<file path="src/logic/iea_defs.svh">
/*
  Constants of the indirect effective-address generator: widths, register
  indices, pointer steps and reset values.
  Assumes it is included by bare name wherever these figures are needed.
*/
`ifndef IEA_DEFS_SVH
`define IEA_DEFS_SVH

`define IEA_AW 16
`define IEA_NREG 16
`define IEA_LITW 10
`define IEA_REG_RST 16'h0000
`define IEA_STEP_BYTE 16'h0001
`define IEA_STEP_WORD 16'h0002
`define IEA_STEP_MAC2 16'h0002
`define IEA_STEP_MAC4 16'h0004
`define IEA_STEP_MAC6 16'h0006
`define IEA_X_PTR0 4'h8
`define IEA_Y_PTR0 4'ha
`define IEA_MAC_OFF 4'hc

`endif

</file>
<file path="src/logic/iea_pkg.sv">
/*
  Types of the indirect effective-address generator.
  Assumes nothing beyond a SystemVerilog compiler.
*/
package iea_pkg;

  typedef enum logic [2:0] {
    IEA_NOMOD = 3'h0, IEA_PREINC = 3'h1, IEA_PREDEC = 3'h2, IEA_POSTINC = 3'h3,
    IEA_POSTDEC = 3'h4, IEA_REGOFF = 3'h5, IEA_LITOFF = 3'h6
  } iea_mode_t;

  typedef enum logic [2:0] {
    IEA_MNONE = 3'h0, IEA_MINC2 = 3'h1, IEA_MINC4 = 3'h2, IEA_MINC6 = 3'h3,
    IEA_MDEC2 = 3'h4, IEA_MDEC4 = 3'h5, IEA_MDEC6 = 3'h6, IEA_MREGOFF = 3'h7
  } iea_mac_t;

  typedef enum logic [1:0] {
    IEA_GENERAL = 2'h0, IEA_MOVE = 2'h1, IEA_ACCDSP = 2'h2, IEA_MAC = 2'h3
  } iea_class_t;

endpackage

</file>
<file path="src/logic/iea_generator.sv">
/*
  Effective-address generator for register indirect data accesses, holding
  the 16 working registers as flip-flops. Two operand channels per request;
  for multiply-accumulate requests channel 0 is the X prefetch and channel 1
  the Y prefetch.
  Assumes one request per cycle from the decoder, synchronous to clk.
*/
// Notes on behaviour
// RQ1 - No-modify mode: pointer value is the address, pointer stays unchanged.
// RQ2 - Pre-increment: add 1 (byte) or 2 (word), write back, use new value.
// RQ3 - Pre-decrement: subtract 1 (byte) or 2 (word), write back, use new value.
// RQ4 - Post-increment: address with old value, then add 1 or 2.
// RQ5 - Post-decrement: address with old value, then subtract 1 or 2.
// RQ6 - Addresses are byte addresses; word steps are scaled by two.
// RQ7 - Register offset: pointer plus offset register, unscaled, neither changed.
// RQ8 - Pointer update lands in the same cycle as the access.
// RQ9 - Move with literal: pointer plus sign-extended 10-bit literal, unchanged.
// RQ10 - Register offset only for move and accumulator instructions; literal for moves.
// RQ11 - Multiply-accumulate makes independent X and Y addresses in one request.
// RQ12 - Prefetch pointers: none, or post-step up or down by 2, 4 or 6.
// RQ13 - Prefetch steps are always even.
// RQ14 - Prefetch register offset: X is reg 9 plus 12, Y is 11 plus 12.
// RQ15 - X prefetch uses only regs 8 and 9, Y only regs 10 and 11.
// RQ16 - Pointer and offset may be any of the 16 working registers.
// RQ17 - Any byte address 0x0000 to 0xffff is reachable.
// RQ18 - All sums wrap modulo 65536 with no flag.
// RQ19 - Both channel write-backs complete in the same request; on a shared pointer only the channel 1 write-back lands.
`timescale 1ns/1ns
`include "iea_defs.svh"

module iea_generator #(
  parameter int NREG = `IEA_NREG
) (
  // Clock and reset
  input wire logic clk,
  input wire logic rst,
  // Direct register load
  input wire logic loadEn,
  input wire logic [3:0] loadSel,
  input wire logic [`IEA_AW-1:0] loadData,
  // Register read-back
  input wire logic [3:0] rdSel,
  output logic [`IEA_AW-1:0] rdData_q,
  // Address request
  input wire logic opValid,
  input wire iea_pkg::iea_class_t opClass,
  input wire iea_pkg::iea_mode_t [1:0] chMode,
  input wire logic [1:0] chByte,
  input wire logic [1:0][3:0] ptrSel,
  input wire logic [1:0][3:0] offSel,
  input wire logic [1:0][`IEA_LITW-1:0] litOff,
  input wire iea_pkg::iea_mac_t [1:0] macMode,
  input wire logic [1:0] macSel,
  // Address answer
  output logic eaValid_q,
  output logic modeError_q,
  output logic [1:0][`IEA_AW-1:0] effAddr_q
);

  // ----------------------------------------------------------------
  // Helpers
  // ----------------------------------------------------------------
  function automatic logic [`IEA_AW-1:0] stepOf(iea_pkg::iea_mode_t m, logic isByte);
    logic [`IEA_AW-1:0] s;
    s = isByte ? `IEA_STEP_BYTE : `IEA_STEP_WORD; // RQ6
    if (m == iea_pkg::IEA_PREDEC || m == iea_pkg::IEA_POSTDEC) begin
      s = `IEA_AW'(~s + `IEA_AW'(1));
    end
    return s;
  endfunction

  function automatic logic [`IEA_AW-1:0] macStep(iea_pkg::iea_mac_t m);
    logic [`IEA_AW-1:0] s;
    s = '0;
    unique case (m) // RQ12 RQ13
      iea_pkg::IEA_MINC2, iea_pkg::IEA_MDEC2: s = `IEA_STEP_MAC2;
      iea_pkg::IEA_MINC4, iea_pkg::IEA_MDEC4: s = `IEA_STEP_MAC4;
      iea_pkg::IEA_MINC6, iea_pkg::IEA_MDEC6: s = `IEA_STEP_MAC6;
      iea_pkg::IEA_MNONE, iea_pkg::IEA_MREGOFF: s = '0;
    endcase
    if (m == iea_pkg::IEA_MDEC2 || m == iea_pkg::IEA_MDEC4 || m == iea_pkg::IEA_MDEC6) begin
      s = `IEA_AW'(~s + `IEA_AW'(1));
    end
    return s;
  endfunction

  // Only two pointers per memory can be named, so the restriction holds by construction
  function automatic logic [3:0] macPtr(logic ch, logic sel, iea_pkg::iea_mac_t m);
    logic hi;
    hi = sel | (m == iea_pkg::IEA_MREGOFF); // RQ14
    return (ch ? `IEA_Y_PTR0 : `IEA_X_PTR0) | {3'h0, hi}; // RQ15
  endfunction

  // ----------------------------------------------------------------
  // Address generation
  // ----------------------------------------------------------------
  logic [NREG-1:0][`IEA_AW-1:0] wreg_q, wreg_d;
  logic [1:0][`IEA_AW-1:0] effAddr_d;
  logic [`IEA_AW-1:0] rdData_d;
  logic eaValid_d, modeError_d, opBad, opGood;
  logic [1:0] wbEn;
  logic [1:0][3:0] wbIdx;
  logic [1:0][`IEA_AW-1:0] wbVal;

  always_comb begin
    logic [`IEA_AW-1:0] base;
    base = '0;
    opBad = 1'b0;
    wbEn = '0;
    wbIdx = '0;
    wbVal = '0;
    effAddr_d = effAddr_q;
    for (int c = 0; c < 2; c++) begin
      if (opClass != iea_pkg::IEA_MAC) begin
        if (chMode[c] == iea_pkg::IEA_REGOFF && opClass == iea_pkg::IEA_GENERAL) begin
          opBad = 1'b1; // RQ10
        end
        if (chMode[c] == iea_pkg::IEA_LITOFF && opClass != iea_pkg::IEA_MOVE) begin
          opBad = 1'b1; // RQ10
        end
      end
    end
    opGood = opValid && !opBad;
    for (int c = 0; c < 2; c++) begin
      if (opClass == iea_pkg::IEA_MAC) begin
        // Each prefetch has its own pointer and its own post-update
        wbIdx[c] = macPtr(c[0], macSel[c], macMode[c]); // RQ11
        base = wreg_q[wbIdx[c]];
        effAddr_d[c] = base; // RQ12
        if (macMode[c] == iea_pkg::IEA_MREGOFF) begin
          effAddr_d[c] = `IEA_AW'(base + wreg_q[`IEA_MAC_OFF]); // RQ14 RQ18
        end
        wbVal[c] = `IEA_AW'(base + macStep(macMode[c])); // RQ13 RQ18
        wbEn[c] = macMode[c] != iea_pkg::IEA_MNONE && macMode[c] != iea_pkg::IEA_MREGOFF;
      end else begin
        wbIdx[c] = ptrSel[c]; // RQ16
        base = wreg_q[ptrSel[c]];
        wbVal[c] = `IEA_AW'(base + stepOf(chMode[c], chByte[c])); // RQ6 RQ18
        unique case (chMode[c])
          iea_pkg::IEA_NOMOD: effAddr_d[c] = base; // RQ1
          iea_pkg::IEA_PREINC, iea_pkg::IEA_PREDEC: begin
            effAddr_d[c] = wbVal[c]; // RQ2 RQ3
            wbEn[c] = 1'b1;
          end
          iea_pkg::IEA_POSTINC, iea_pkg::IEA_POSTDEC: begin
            effAddr_d[c] = base; // RQ4 RQ5
            wbEn[c] = 1'b1;
          end
          iea_pkg::IEA_REGOFF: effAddr_d[c] = `IEA_AW'(base + wreg_q[offSel[c]]); // RQ7
          iea_pkg::IEA_LITOFF: begin
            effAddr_d[c] = `IEA_AW'(base + {{(`IEA_AW-`IEA_LITW){litOff[c][`IEA_LITW-1]}},
                                           litOff[c]}); // RQ9
          end
          default: effAddr_d[c] = base;
        endcase
      end
    end
    if (!opGood) begin
      wbEn = '0;
      effAddr_d = effAddr_q;
    end
  end

  // Pointer updates win over a direct load; channel 1 wins a shared pointer
  always_comb begin
    wreg_d = wreg_q;
    if (loadEn) begin
      wreg_d[loadSel] = loadData;
    end
    for (int c = 0; c < 2; c++) begin
      if (wbEn[c]) begin
        wreg_d[wbIdx[c]] = wbVal[c]; // RQ8 RQ19
      end
    end
    eaValid_d = opGood;
    modeError_d = opValid && opBad; // RQ10
    rdData_d = wreg_q[rdSel];
  end

  always_ff @(posedge clk or posedge rst) begin
    if (rst) begin
      wreg_q <= '{default: `IEA_REG_RST};
      effAddr_q <= '0;
      eaValid_q <= 1'b0;
      modeError_q <= 1'b0;
      rdData_q <= '0;
    end else begin
      wreg_q <= wreg_d;
      effAddr_q <= effAddr_d; // RQ17
      eaValid_q <= eaValid_d;
      modeError_q <= modeError_d;
      rdData_q <= rdData_d;
    end
  end

  // Channel 0 pointer touched by nobody else this request
  logic solo0;
  assign solo0 = opGood && opClass != iea_pkg::IEA_MAC && !(loadEn && loadSel == ptrSel[0])
                 && !(wbEn[1] && wbIdx[1] == ptrSel[0]);
endmodule

</file>
<file path="config.mk">
export PLATFORM = sky130hd
export DESIGN_NAME = iea_generator
export DESIGN_NICKNAME = d
export VERILOG_FILES = /design/src/logic/iea_pkg.sv /design/src/logic/iea_generator.sv
export VERILOG_INCLUDE_DIRS = /design/src /design/src/logic
export SDC_FILE = /design/constraint.sdc
export NUM_CORES = 2
export LEC_CHECK = 0
export BUFFER_PORTS_ARGS = -buffer_cell sky130_fd_sc_hd__clkbuf_2
export CAP_MARGIN = 20
export CORE_MARGIN = 2
export CORE_UTILIZATION = 52
export CTS_CLUSTER_SIZE = 40
export DETAILED_ROUTE_END_ITERATION = 8
export PLACE_DENSITY = 0.69
export SYNTH_ARGS = -nofsm -noshare
export SYNTH_HDL_FRONTEND = slang
export SYNTH_SLANG_ARGS = --single-unit
</file>
<file path="constraint.sdc">
create_clock -name clk -period 10.9 [get_ports clk]
set_clock_uncertainty 0.2 [all_clocks]
set_input_delay 0.545 -clock clk [delete_from_list [all_inputs] [get_ports clk]]
set_output_delay 0.545 -clock clk [all_outputs]
set_load 0.01 [all_outputs]
</file>
# Word level (Yosys, flattened, before mapping)
# Memories as Yosys holds them, arrays and structs flattened.
# Index checks and enable logic that the tools add are counted.
# totals
register_bits	306
mem_bits_rw	0
wordCells	165
latchBits	0
output_inout_bits	50
memories	2
romBits	32
# memory_table
name	words	word_bits	rd	rd_ports_with_merged_regs	wr	line	text
(no name shown)	8	2	1	0	0	iea_generator.sv:75	unique case (m)
(no name shown)	8	2	1	0	0	iea_generator.sv:75	
# classes
multipliers	0
n_reduce_logical	25
muxes	59
shift	0
eq_ne	25
n_bitwise	6
order_cmp	13
add_sub_neg	14
n_div	0
# ops
cell	n
$bwmux W256	3
$mux W256	3
$mux W16	28
$bmux W16 S4	5
$demux W16 S4	3
$add A16 B16 Y16	10
$pmux W16 S3	2
$add A16 B1 Y16 const B	4
$lt A4 B5 Y1 const B	10
$eq A3 B3 Y1 const B	14
$not A16 Y16	2
$not A2 Y16	2
$eq A3 B2 Y1 const B	4
$ge A4 B1 Y1 const B	3
$logic_and A1 B1 Y1	11
$mux W1	10
$mux W4	2
$reduce_or A4 Y1	2
$eq A3 B1 Y1 const B	2
$logic_or A1 B1 Y1	6
$mux W2	3
$ne A3 B3 Y1 const B	2
$reduce_bool A3 Y1	2
$reduce_or A2 Y1	2
6 further kinds	7

# Logic depth before layout (Yosys ltp)
# logic_depth
ltp_word	14
ltp_mapped	20
depth_no_buf	19

# Worst setup path after synthesis
# No wires, ideal clock.
# synth_path
path_kind	input port to flip-flop
startpoint	input port ptrSel[0] (netlist bit)
endpoint	register wreg_q[78] (netlist bit)
t_arrival_ns	5.651
required_ns	10.617
path_slack_ns	4.966
path_stages	16
n_path_buf	4
setup_time_ns	0.083
path_cell_list	buf_2 > buf_1 > buf_1 > mux4_2 > mux4_2 > ha_1 > fa_1 > a21o_1 > a21o_1 > a2111oi_0 > o211ai_1 > a41oi_2 > mux2i_1 > clkbuf_1 > o211ai_1 > o21ai_0
# synth_rtl
element	line	text
start, declared	iea_generator.sv:49	input wire logic [1:0][3:0] ptrSel,
end signal, assigned	iea_generator.sv:188	wreg_q <= wreg_d;
end, declared	iea_generator.sv:97	logic [NREG-1:0][`IEA_AW-1:0] wreg_q, wreg_d;

==> results.ini <==
[outcome]
outcome=completed

[power]
p_int_w=0.00548
switching_power_w=0.00531
power_density_nw_per_um2=298
p_leak_nw=15.1
clockPowerShare_pct=13.3
combPwrFrac_pct=62.1
max-vdd-ir-drop_uv=158
seqPwrFrac_pct=24.6
p_sw_share_pct=49.2

[sta]
finalSetupViolations=0
hold_viol_final=0
fmaxAchievable_ghz=0.153
rsz0062_at_grt=no
slew_viol_final=0
hold_ws_ns=0.0396
layout_worst_path_cycle_share_pct=59.9
tns_ns=0
relSlewSlack_pct=20.5
min_period_ns=6.53
worst_pin_slew_ns=1.16

[layout]
drive_gt1_share_pct=24.1
regArea_um2=7660
multi_input_area_um2=24500
nets=3517
fillers=5403
final_core_util_pct=57.3
syn_to_final_growth_pct=8.52

[min_path]
holdPathStages=2
hold_path.class=input pin to register

[clocking]
cts-root-buf=clkbuf_16
clk_latency_ns=0.61
cts_resized=0
cts_tree=done
clk_pin_slew_worst_paths_ns=0.06
numClockSinks=306
cts_buffers=39
htreeDepth=2
ctsLongestPathBuffers=3

[floorplan]
initial_core_util_pct=52.8
fp.dieH_um=257
die-area_um2=66300
num_io_pins=132
die_x_um=257
fp.coreArea_um2=63300
num_rows=92

[worst_setup_path]
critPathSlowestCell=a2111oi_0
path_cells=buf_4 -> buf_4 -> mux4_2 -> mux4_2 -> fa_1 -> a21o_1 -> a21o_1 -> a2111oi_0 -> o211ai_1 -> a21boi_0 -> o21a_1 -> a31o_2 -> o211ai_1 -> o21ai_0
cp.depth=14
cp.buffers_inverters=2
worstRegToRegCells=13
arrival_ns=6.80
path_class=input pin to register
critPathLaunchType=input pin
max_stage_delay_ns=1.02
critPathTopFamily=compound AO/OA/AOI/OAI gates
cp-end-kind=register
crit_fanout=36
worst-endpoint-required_ns=11.17

[routing]
routed.top_layer=met5
viasPerCell=7.69
drt-met1-wl_mm=51.9
drcViolationCount=0
dr_wl_met2_mm=63.3
met3_wirelength_mm=26.2
drtIter0Drc=5222
ant_nets=0
wl_per_cell_um=36.2
vias=32200
routed_wirelength_mm=151
dr.pass1.iters=8

[synthesis]
synth_cells=3348
syn_nets=3559
synthTopCellsByCount=462 x nand2_1, 399 x mux4_2, 344 x o21ai_0, 306 x dfrtp_1, 298 x mux2i_1
synth_seq_cells=306
post-synth-top-count-cell=nand2_1
yosys.area.top_type_share_pct=26.9
syn_area_um2=33400
synth_top_area_cell=mux4_2
synth_cell_types=83
syn_area_per_cell_um2=9.98
synth_top_flop_cell=dfrtp_1
async_reset_ff_share_pct=100
synth_edf_count=0
synth_seq_area_share_pct=22.9
ys_warn_count=0
synth_area_leaders=mux4_2 27%, dfrtp_1 23%, mux2i_1 8.9%, o211ai_1 5.9%, nand2_1 5.2%

[grt]
antenna_found_initial=6
grt_pass1_wl_mm=215
grt.total_usage_pct=44.9
grt_pass1_vias=31000
grt_start_max_net_pins=96
grt.overflow.total=0

[place]
dp_hpwl_mm=101
port_buffers=131
globalplace.congestion=1.04

[run]
drv_cap=0

==> state kept, by name, indices dropped and copies added (netlist names) <==
| register | count |
|---|---|
| eaValid_q | 1 |
| rdData_q | 16 |
| effAddr_q | 32 |
| modeError_q | 1 |
| wreg_q | 256 |
==> cell usage in the layout, fill, tap and decap left out, types with 11 or more instances in the layout <==
master and n:
nand2_1 441, mux4_2 399, o21ai_0 344, dfrtp_1 306
mux2i_1 296, o211ai_1 261, clkbuf_2 122, ha_1 121
nor2_1 105, a21oi_1 103, buf_4 101, xnor2_1 60
nor3_1 50, xor2_1 44, nand3_1 40, mux2_2 40
clkbuf_16 39, inv_1 38, a21o_1 32, a211oi_1 30
nand2_2 22, o31ai_1 21, a31oi_1 19, and3_1 18
o21a_1 17, or3_1 17, nand2b_1 15, and2_1 11
==> worst register-to-register path: cells and delay by family, from the launching register on <==
family | cells | cell delay (ns)
mux | 2 | 1.08
compound gates | 9 | 3.32
flops | 1 | 0.55
fa+ha+maj | 2 | 0.73
==> layer usage <==
| metal | global-route usage, % | vias to the layer above |
|---|---|---|
| li1 | - | 13000 |
| met4 | 24.8 | 6 |
| met1 | 55.0 | 15900 |
| met3 | 22.5 | 573 |
| met5 | 0 | - |
| met2 | 64.5 | 2801 |
==> layout make-up <==
| cell class | instances | area share, % |
|---|---|---|
| well taps | 846 | 2.92 |
| repair buffers | 234 | 4.12 |
| flip-flops and latches | 306 | 21.1 |
| diodes | 3 | 0.0207 |
| inverters | 42 | 0.456 |
| clock buffers | 50 | 3.00 |
| clock inverters | 20 | 0.749 |
| multi-input cells | 2683 | 67.6 |
==> path summary, 6_finish.rpt <==
kind                                      startpoint                        end  slack, ns
max                                        ptrSel[0]      wreg_q[156]$_DFF_PP0_       4.37
min                                          opValid      modeError_q$_DFF_PP0_       0.04
max reg2reg                    wreg_q[192]$_DFF_PP0_      wreg_q[156]$_DFF_PP0_       4.87
min reg2reg                effAddr_q[22]$_DFFE_PP0P_  effAddr_q[22]$_DFFE_PP0P_       0.29
max in group asynchronous                        rst  effAddr_q[10]$_DFFE_PP0P_       8.53
min in group asynchronous                        rst        wreg_q[2]$_DFF_PP0_       0.46
==> power groups by stage <==
| stage | clock, W | combinational (W) | sequential (W) |
|---|---|---|---|
| floorplan | 0 | 0.00464 | 0.00218 |
| global placement | 0 | 0.00629 | 0.00252 |
| detailed placement | 0 | 0.00641 | 0.00257 |
| CTS | 0.00144 | 0.00646 | 0.00255 |
| global route | 0.00148 | 0.00712 | 0.00267 |
| finish | 0.00144 | 0.00670 | 0.00265 |
==> stage by stage <==
stage | cells | total power (W) | cell area, µm² | setup slack, ns
final | 4184 | 0.0108 | 36300 | 4.37
after detailed placement | 4103 | 0.00898 | 34800 | 3.93
after global routing | 4181 | 0.0113 | 36300 | 4.20
after floorplan | 3348 | 0.00682 | 33400 | 1.70
after CTS | 4175 | 0.0105 | 36200 | 4.50
after global placement | 4100 | 0.00881 | 34800 | 4.05
==> cell families (layout without fill, tap and decap cells) <==
| logic type | after synthesis | in the layout | share of synthesized area (%) |
|---|---|---|---|
| xor gates and xnor gates | 105 | 105 | 2.75 |
| muxes | 738 | 738 | 37.2 |
| other | 0 | 3 | 0 |
| DFF | 306 | 306 | 22.9 |
| adders and majority gates | 131 | 131 | 5.07 |
| AOI/OAI and AO/OA | 931 | 931 | 17.8 |
| buffers and inverters | 359 | 346 | 4.13 |
| and+or+nand+nor | 778 | 778 | 10.1 |
==> what timing repair did <==
action | 4_1_cts | 5_1_grt
buffers inserted | 0 | 0
hold buffers | 2 | 0
endpoints found under the hold margin | 93 | 0
No activity file was read; power rests on OpenSTA's default activity.
